--- config.mk ---
export PLATFORM = sky130hd
export DESIGN_NAME = sdc_core
export DESIGN_NICKNAME = d
export VERILOG_FILES = /design/src/include/sdc_pkg.sv /design/src/verilog/sdc_read_pipe.sv /design/src/verilog/sdc_core.sv
export SDC_FILE = /design/constraint.sdc
export NUM_CORES = 1
export LEC_CHECK = 0
export BUFFER_PORTS_ARGS = -buffer_cell sky130_fd_sc_hd__buf_2
export CORE_UTILIZATION = 30
export DETAILED_ROUTE_END_ITERATION = 10
export GPL_TIMING_DRIVEN = 1
export PLACE_DENSITY_LB_ADDON = 0.08
export SETUP_SLACK_MARGIN = 0.4
export SYNTH_ARGS = -nofsm -noshare
export SYNTH_HDL_FRONTEND = slang
export SYNTH_SLANG_ARGS = --single-unit
--- constraint.sdc ---
create_clock -name mclk -period 4.06 [get_ports mclk]
set_input_delay 0.406 -clock mclk [delete_from_list [all_inputs] [get_ports mclk]]
set_output_delay 0.406 -clock mclk [all_outputs]
set_load 0.05 [all_outputs]
--- src/include/sdc_pkg.sv ---
// Package for the SDRAM command and timing core: encodings, widths, latencies.
// Assumes a single 100 MHz clock domain and a synchronous active-low reset.
package sdc_pkg;

  // ----------------------------------------------------------------
  // Geometry
  // ----------------------------------------------------------------
  localparam int ADDR_W = 12;
  localparam int BANKS = 4;
  localparam int ROWS = 4096;
  localparam int DQ_W = 8;
  localparam int COL_W = 10;
  localparam int COLS = 1024;
  localparam int MEM_WORDS = 16;
  localparam int MEM_AW = 4;

  // ----------------------------------------------------------------
  // Cycle counts
  // ----------------------------------------------------------------
  localparam int MASK_READ_LAT = 2;
  localparam int CKE_LAT = 1;
  localparam int MODE_LOAD_RECOVERY = 2;
  localparam int WR_PRE_GAP = 2;
  localparam int WR_ACT_GAP = 5;
  localparam int MAX_CL = 3;
  localparam logic [1:0] CL_RESET = 2'h2;
  localparam logic [2:0] BL_RESET = 3'h0;
  localparam int AP_BIT = 10;

  // ----------------------------------------------------------------
  // Commands (cs_n, ras_n, cas_n, we_n)
  // ----------------------------------------------------------------
  typedef enum logic [3:0] {
    CMD_NOP = 4'h7,
    CMD_ACTIVE = 4'h3,
    CMD_READ = 4'h5,
    CMD_WRITE = 4'h4,
    CMD_STOP = 4'h6,
    CMD_PRECHARGE = 4'h2,
    CMD_REFRESH = 4'h1,
    CMD_MODE_LOAD = 4'h0
  } sdc_cmd_t;

  typedef struct packed {
    logic chip_select_n;
    logic row_strobe_n;
    logic col_strobe_n;
    logic write_enable_n;
  } sdc_cmd_pins_t;

  typedef struct packed {
    logic bank_select_bit1;
    logic bank_select_bit0;
    logic [ADDR_W-1:0] addr;
  } sdc_addr_t;

  typedef struct packed {
    logic valid;
    logic [DQ_W-1:0] data;
  } sdc_rd_word_t;

endpackage

--- src/verilog/sdc_read_pipe.sv ---
// Read output pipeline: delays read words by CAS latency and applies byte mask.
// Assumes the caller supplies a one-cycle word, mask and a precharge kill.
`timescale 1ns/100ps
`default_nettype none
module sdc_read_pipe (
  // Clock and reset
  input wire logic mclk,
  input wire logic rst_n,
  // Configuration
  input wire logic [1:0] cas_latency,
  // Word entering the pipe
  input wire sdc_pkg::sdc_rd_word_t word_in,
  input wire logic kill,
  input wire logic mask_in,
  // Pin side
  output logic [sdc_pkg::DQ_W-1:0] dq_out,
  output logic dq_oe
);

  sdc_pkg::sdc_rd_word_t stage_reg [sdc_pkg::MAX_CL];
  sdc_pkg::sdc_rd_word_t stage_next [sdc_pkg::MAX_CL];
  logic [sdc_pkg::MASK_READ_LAT-1:0] mask_reg;
  logic [sdc_pkg::MASK_READ_LAT-1:0] mask_next;
  logic [sdc_pkg::DQ_W-1:0] dq_reg;
  logic [sdc_pkg::DQ_W-1:0] dq_next;
  logic oe_reg;
  logic oe_next;
  sdc_pkg::sdc_rd_word_t tap;

  // ----------------------------------------------------------------
  // Latency stages
  // ----------------------------------------------------------------
  always_comb begin
    stage_next[0] = word_in;
    for (int i = 1; i < sdc_pkg::MAX_CL; i++) begin
      stage_next[i] = stage_reg[i-1];
    end
    // Words already in flight drain, so the drive stops CL cycles after precharge
    if (kill) begin
      stage_next[0].valid = 1'b0;
    end
    mask_next = {mask_reg[sdc_pkg::MASK_READ_LAT-2:0], mask_in};
    tap = stage_reg[cas_latency - 2'h1];
    dq_next = tap.data;
    // Mask sampled two edges earlier turns the output off
    oe_next = tap.valid && !mask_reg[sdc_pkg::MASK_READ_LAT-1];
  end

  always_ff @(posedge mclk) begin
    if (!rst_n) begin
      for (int i = 0; i < sdc_pkg::MAX_CL; i++) begin
        stage_reg[i] <= '0;
      end
      mask_reg <= '0;
      dq_reg <= '0;
      oe_reg <= 1'b0;
    end else begin
      stage_reg <= stage_next;
      mask_reg <= mask_next;
      dq_reg <= dq_next;
      oe_reg <= oe_next;
    end
  end

  assign dq_out = dq_reg;
  assign dq_oe = oe_reg;

endmodule // sdc_read_pipe
`default_nettype wire

--- src/verilog/sdc_core.sv ---
// SDRAM command decode, bank state, burst engine and clock-enable timing.
// Assumes all pins are synchronous to mclk; the controller keeps its own gaps.
//
// Overview of operation
// Controller leaves one cycle before burst stop
// New column command accepted every cycle
// Controller waits one cycle before next column
// Clock-enable low stops clock one cycle later
// Clock-enable high resumes one cycle later
// Controller waits write-to-activate gap with autoprecharge
// Controller waits two cycles before precharge
// Write mask blocks same-cycle data
// Read mask floats outputs two cycles later
// First write word taken with command
// Controller waits two cycles after mode load
// Precharge floats read outputs after CAS latency
// Controller waits after self refresh exit
// Controller pauses then issues two refreshes
// Controller repeats wake refreshes after lapse
// Controller keeps clock steady during accesses
// Controller allows autoprecharge write recovery time
// All inputs sampled on rising clock edge
// Four banks of 4096 rows, 1024 columns; storage keeps only four columns of each bank, row unused
// Bursts of programmed length through opened row
// Activate takes bank selects and row address
// Column command takes starting column address
// Refresh encoding; clock-enable low enters self refresh
// Controller idles with no-operation commands
`timescale 1ns/100ps
`default_nettype none
module sdc_core (
  // Clock and reset
  input wire logic mclk,
  input wire logic rst_n,
  // Command pins
  input wire logic clock_enable,
  input wire sdc_pkg::sdc_cmd_pins_t cmd_pins,
  input wire sdc_pkg::sdc_addr_t addr_pins,
  input wire logic byte_mask,
  // Data pins
  input wire logic [sdc_pkg::DQ_W-1:0] dq_in,
  output logic [sdc_pkg::DQ_W-1:0] dq_out,
  output logic dq_oe,
  // Status
  output logic self_refresh,
  output logic power_down,
  output logic [sdc_pkg::BANKS-1:0] bank_open
);

  typedef enum logic [1:0] {
    SDC_IDLE,
    SDC_READ,
    SDC_WRITE
  } sdc_burst_t;

  // ----------------------------------------------------------------
  // State
  // ----------------------------------------------------------------
  // Four banks of rows; storage keeps only four columns of each bank
  logic [sdc_pkg::DQ_W-1:0] mem [sdc_pkg::MEM_WORDS];
  logic cke_reg;
  logic cke_next;
  logic sref_reg;
  logic sref_next;
  logic [1:0] cl_reg;
  logic [1:0] cl_next;
  logic [2:0] bl_reg;
  logic [2:0] bl_next;
  logic [sdc_pkg::BANKS-1:0] open_reg;
  logic [sdc_pkg::BANKS-1:0] open_next;
  logic [sdc_pkg::ADDR_W-1:0] row_reg [sdc_pkg::BANKS];
  logic [sdc_pkg::ADDR_W-1:0] row_next [sdc_pkg::BANKS];
  sdc_burst_t burst_reg;
  sdc_burst_t burst_next;
  logic [1:0] bank_reg;
  logic [1:0] bank_next;
  logic [sdc_pkg::COL_W-1:0] col_reg;
  logic [sdc_pkg::COL_W-1:0] col_next;
  logic [8:0] left_reg;
  logic [8:0] left_next;
  logic ap_reg;
  logic ap_next;

  // ----------------------------------------------------------------
  // Decode helpers
  // ----------------------------------------------------------------
  // Codes above 3 give a full page, cut at 511 beats
  function automatic logic [8:0] burst_len(input logic [2:0] code);
    case (code)
      3'h0: burst_len = 9'h001;
      3'h1: burst_len = 9'h002;
      3'h2: burst_len = 9'h004;
      3'h3: burst_len = 9'h008;
      default: burst_len = 9'h1FF;
    endcase
  endfunction

  // Columns alias every four words; the row plays no part in storage
  function automatic logic [sdc_pkg::MEM_AW-1:0] mem_index(
      input logic [1:0] bank, input logic [sdc_pkg::COL_W-1:0] col);
    mem_index = {bank, col[1:0]};
  endfunction

  sdc_pkg::sdc_cmd_t cmd;
  logic [1:0] bank_sel;
  logic cmd_live;
  logic col_cmd;
  logic stop_now;
  logic precharge_now;
  logic wr_beat;
  logic rd_beat;
  logic [sdc_pkg::MEM_AW-1:0] beat_idx;
  logic [sdc_pkg::COL_W-1:0] beat_col;
  logic [1:0] beat_bank;
  sdc_pkg::sdc_rd_word_t rd_word;

  always_comb begin
    // Every input is taken as registered on this rising edge
    cmd = sdc_pkg::sdc_cmd_t'(cmd_pins);
    bank_sel = {addr_pins.bank_select_bit1, addr_pins.bank_select_bit0};
    // Commands act only while the internal clock runs
    cmd_live = cke_reg && !sref_reg && !cmd_pins.chip_select_n;
    col_cmd = cmd_live && (cmd == sdc_pkg::CMD_READ || cmd == sdc_pkg::CMD_WRITE);
    stop_now = cmd_live && cmd == sdc_pkg::CMD_STOP;
    precharge_now = cmd_live && cmd == sdc_pkg::CMD_PRECHARGE;
  end

  // ----------------------------------------------------------------
  // Clock enable, self refresh, mode
  // ----------------------------------------------------------------
  always_comb begin
    // Pin level acts from the following cycle
    cke_next = clock_enable;
    sref_next = sref_reg;
    // Refresh encoding with enable low enters self refresh
    if (cke_reg && !clock_enable && !cmd_pins.chip_select_n && cmd == sdc_pkg::CMD_REFRESH) begin
      sref_next = 1'b1;
    end else if (sref_reg && clock_enable) begin
      sref_next = 1'b0;
    end
    cl_next = cl_reg;
    bl_next = bl_reg;
    if (cmd_live && cmd == sdc_pkg::CMD_MODE_LOAD) begin
      bl_next = addr_pins.addr[2:0];
      cl_next = (addr_pins.addr[5:4] == 2'h0) ? cl_reg : addr_pins.addr[5:4];
    end
  end

  always_ff @(posedge mclk) begin
    if (!rst_n) begin
      cke_reg <= 1'b0;
      sref_reg <= 1'b0;
      cl_reg <= sdc_pkg::CL_RESET;
      bl_reg <= sdc_pkg::BL_RESET;
    end else begin
      cke_reg <= cke_next;
      sref_reg <= sref_next;
      cl_reg <= cl_next;
      bl_reg <= bl_next;
    end
  end

  // ----------------------------------------------------------------
  // Bank rows
  // ----------------------------------------------------------------
  always_comb begin
    open_next = open_reg;
    row_next = row_reg;
    // Activate opens bank and latches its row
    if (cmd_live && cmd == sdc_pkg::CMD_ACTIVE) begin
      open_next[bank_sel] = 1'b1;
      row_next[bank_sel] = addr_pins.addr;
    end
    // Address bit 10 picks every bank, otherwise only the selected one
    if (precharge_now) begin
      if (addr_pins.addr[sdc_pkg::AP_BIT]) begin
        open_next = '0;
      end else begin
        open_next[bank_sel] = 1'b0;
      end
    end
    // Auto precharge closes the bank after its last beat; a paused clock holds it open
    if (burst_reg != SDC_IDLE && ap_reg && left_reg == 9'h001 && !col_cmd && cke_reg) begin
      open_next[bank_reg] = 1'b0;
    end
    // A one-beat burst ends on its own command, so the close comes with it
    if (col_cmd && addr_pins.addr[sdc_pkg::AP_BIT] && burst_len(bl_reg) == 9'h001) begin
      open_next[bank_sel] = 1'b0;
    end
  end

  always_ff @(posedge mclk) begin
    if (!rst_n) begin
      open_reg <= '0;
      for (int b = 0; b < sdc_pkg::BANKS; b++) begin
        row_reg[b] <= '0;
      end
    end else begin
      open_reg <= open_next;
      row_reg <= row_next;
    end
  end

  // ----------------------------------------------------------------
  // Burst engine
  // ----------------------------------------------------------------
  always_comb begin
    burst_next = burst_reg;
    bank_next = bank_reg;
    col_next = col_reg;
    left_next = left_reg;
    ap_next = ap_reg;
    wr_beat = 1'b0;
    rd_beat = 1'b0;
    beat_col = col_reg;
    beat_bank = bank_reg;
    // A new column command cuts the running burst, any cycle
    if (col_cmd) begin
      beat_col = addr_pins.addr[sdc_pkg::COL_W-1:0];
      beat_bank = bank_sel;
      burst_next = (cmd == sdc_pkg::CMD_WRITE) ? SDC_WRITE : SDC_READ;
      wr_beat = (cmd == sdc_pkg::CMD_WRITE);
      rd_beat = (cmd == sdc_pkg::CMD_READ);
      bank_next = bank_sel;
      col_next = beat_col + 10'h001;
      left_next = burst_len(bl_reg) - 9'h001;
      ap_next = addr_pins.addr[sdc_pkg::AP_BIT];
      if (burst_len(bl_reg) == 9'h001) begin
        burst_next = SDC_IDLE;
      end
    end else if (stop_now || precharge_now || !cke_reg) begin
      // Stop ends at once; a paused clock simply holds the burst
      if (stop_now || precharge_now) begin
        burst_next = SDC_IDLE;
      end
    end else begin
      case (burst_reg)
        SDC_READ, SDC_WRITE: begin
          wr_beat = (burst_reg == SDC_WRITE);
          rd_beat = (burst_reg == SDC_READ);
          col_next = col_reg + 10'h001;
          left_next = left_reg - 9'h001;
          if (left_reg == 9'h001) begin
            burst_next = SDC_IDLE;
          end
        end
        default: begin
        end
      endcase
    end
    beat_idx = mem_index(beat_bank, beat_col);
    rd_word.valid = rd_beat;
    rd_word.data = mem[beat_idx];
  end

  always_ff @(posedge mclk) begin
    if (!rst_n) begin
      burst_reg <= SDC_IDLE;
      bank_reg <= '0;
      col_reg <= '0;
      left_reg <= '0;
      ap_reg <= 1'b0;
    end else begin
      burst_reg <= burst_next;
      bank_reg <= bank_next;
      col_reg <= col_next;
      left_reg <= left_next;
      ap_reg <= ap_next;
    end
  end

  // ----------------------------------------------------------------
  // Write storage
  // ----------------------------------------------------------------
  // Small window of storage; the mask drops the same-cycle word
  always_ff @(posedge mclk) begin
    if (wr_beat && !byte_mask) begin
      mem[beat_idx] <= dq_in;
    end
  end

  // ----------------------------------------------------------------
  // Read output
  // ----------------------------------------------------------------
  sdc_read_pipe u_read_pipe (
    .mclk(mclk),
    .rst_n(rst_n),
    .cas_latency(cl_reg),
    .word_in(rd_word),
    .kill(precharge_now || stop_now),
    .mask_in(byte_mask),
    .dq_out(dq_out),
    .dq_oe(dq_oe)
  );

  // ----------------------------------------------------------------
  // Status
  // ----------------------------------------------------------------
  assign self_refresh = sref_reg;
  assign power_down = !cke_reg && !sref_reg;
  assign bank_open = open_reg;

endmodule // sdc_core
`default_nettype wire

==> impl_metrics.ini <==
[grt]
grt_pass1_vias = 6053
grt_use_total_pct = 18.1
grt-ovfl-total = 0
grt_pass1_wl_um = 38200
antenna_found_initial = 0
grt_max_degree = 37

[clock_tree]
cts_tree = yes
cts_setup_buffers = 0
cts_buffers = 17
numClockSinks = 193
cts-hold-fix-buffers = 0
clockBufferDepth = 2
post_cts_resize_count = 0
ctsHtreeMaxLevel = 4
clk_pin_slew_ns = 0.07
clk_latency_ns = 0.44
root_buffer = clkbuf_16

[placement]
dpl.cell_count = 1129
place_congestion = 0.794
hpwl_um = 16600
port_buffers = 38
place_area_mm2 = 0.00918

[detailed_routing]
dr.pass1.iters = 5
highest_layer = met4
vias = 6132
routed_wl_um = 25300
ant_nets = 0
wl_met2_um = 11800
first_iter_violations = 553
drt-vias-per-instance = 5.28
routedWlPerCell_um = 21.8
met3WireLength_um = 1410
drc_errors = 0
wl_met1_um = 11600

[worst_setup_path]
r2r_cells = 8
end_kind = flip-flop
arrival_ns = 3.08
critPathMostFrequentCell = nand2_1
r2r-end = mem[3][2]
crit_start = self_refresh
critPathSlowestCell = nor2_1
crit_family = simple AND/OR/NAND/NOR gates
critPathBufInv = 1
crit_end = mem[3][2]
reg2reg_slack_ns = 1.04
setup.worst_path.start_class = flip-flop
path_cells = or3_4 > nor2_1 > buf_4 > nand2_1 > nand2_1 > ha_1 > nand2_1 > nor2_1
critPathKind = flip-flop to flip-flop
required_ns = 4.12
crit_cells = 8
cp_max_fo = 15
critPathMaxStageDelay_ns = 0.78
r2r_start = self_refresh

[power]
seq_power_share_pct = 53.5
internal-power_mw = 2.98
cellPowerDensity_mw_per_mm2 = 405
power.switching_mw = 0.973
ir_drop_uv = 281
share_comb_of_total_power_pct = 4.8
pwr-share-clk_pct = 41.7
p_leak_nw = 3.18
p_sw_share_pct = 24.6

[final_layout]
areaGrowthSynthToFinish_pct = 15.4
final_nets = 810
final_cell_area_mm2 = 0.00975
largest_register_ff_count = 128
fin_cells = 1161
top_register = mem
drive_gt1_share_pct = 15.6
post-route-util_pct = 35.1
diodes = 0

[yosys]
ys_types = 55
ys_seq_elements = 193
synth_ff_type = edfxtp_1
synth_edf_count = 128
ys_seq_area_share_pct = 60.9
postSynthCellCount = 730
ys_warn_count = 0
async_reset_ff_share_pct = 0
syn_nets = 770
netlist_area_mm2 = 0.00845
avgSynthCellArea_um2 = 11.6

[status]
status = completed

[sta]
maxSlewViolCount = 0
setup_viol = 0
max_slew_margin_pct = 36.6
period_minus_slack_ns = 3.02
hold_slack_ns = 0.148
fin_setup_tns_ns = 0
final_hold_viol_count = 0
fin_skew_ns = 0.0145
tightestPinTransition_ns = 0.947
rsz0062_at_grt = false
fmax_mhz = 331
period_share_pct = 74.4

[floorplan]
die_h_um = 170
row_count = 61
ios = 45
die_w_um = 170
core_area_mm2 = 0.0278
dieArea_mm2 = 0.0288
initial_core_util_pct = 30.4

[flow_run]
maxCapViolations = 0

[hold_path]
hp-class = input port to flip-flop
cell usage in the layout, fill, tap and decap left out, drive strengths merged, types with 8 or more instances in the layout:
master and count:
dfxtp 65, nor4 28, mux2 9, o41a 8, nand2b 22, nor2b 19
nand2 24, a21oi 100, inv 20, o221ai 18, clkbuf 18, ha 10
o2111ai 10, buf 73, a22oi 13, xnor2 8, a2bb2oi 9, a211o 18
nor2 52, o21ai 17, edfxtp 128, and2 22, nor3 11, a211oi 20
nor4b 9
metal layers:
| layer | vias up | track usage, % |
|---|---|---|
| met3 | 31 | 4.33 |
| met5 | - | 0 |
| met1 | 3053 | 24.0 |
| li1 | 2879 | - |
| met4 | 0 | 5.56 |
| met2 | 169 | 29.0 |
area by class of cell:
cell class,count,area (um2)
Clock inverter,14,143
Multi-Input combinational cell,472,3060
Fill cell,2793,18000
Sequential cell,193,5140
Tap cell,378,473
Inverter,13,48.8
Timing Repair Buffer,73,453
Clock buffer,18,429
logic make-up (layout without fill, tap and decap cells):
group,count (synthesis),count (layout),synth area share (%)
flops,193,193,60.9
xor+xnor,9,9,0.933
buf+inv,65,118,3.12
compound gates,228,228,18.1
other cells,1,1,0.0444
simple gates,211,211,13.7
mux,13,13,1.67
fa+ha+maj,10,10,1.48
stage by stage:
stage | power [mW] | setup slack (ns)
final | 3.95 | 1.04
after global routing | 4.09 | 0.819
after CTS | 4.00 | 1.06
after detailed placement | 2.35 | 0.925
after global placement | 2.35 | 0.975
after floorplan | 2.26 | 1.22
Yosys cell counts (18+ instances only):
master,instances,area (um2)
a21oi_1,100,500
a211oi_1,20,150
a211o_1,18,158
nor4_1,28,175
o221ai_1,18,158
nor2_1,52,195
edfxtp_1,128,3840
clkbuf_1,43,161
dfxtp_1,65,1300
nand2b_1,22,138
nand2_1,24,90.1
and2_1,21,131
nor2b_1,19,119
power groups by stage:
stage	clock network, mW	registers, mW	logic [mW]
4_1_cts	1.69	2.11	0.192
6_report	1.65	2.11	0.191
3_3_place_gp	0	2.16	0.188
3_5_place_dp	0	2.16	0.191
5_1_grt	1.77	2.12	0.208
2_1_floorplan	0	2.17	0.0899
worst min path at each step:
stage | start | to | cells past startpoint
floorplan | u_read_pipe.mask_reg[1] | u_read_pipe.dq_oe | 1
global placement | u_read_pipe.mask_reg[1] | u_read_pipe.dq_oe | 1
detailed placement | u_read_pipe.mask_reg[1] | u_read_pipe.dq_oe | 1
CTS | clock_enable | self_refresh | 2
global route | clock_enable | self_refresh | 2
finish | clock_enable | self_refresh | 2
(Power assumes the default switching activity.)
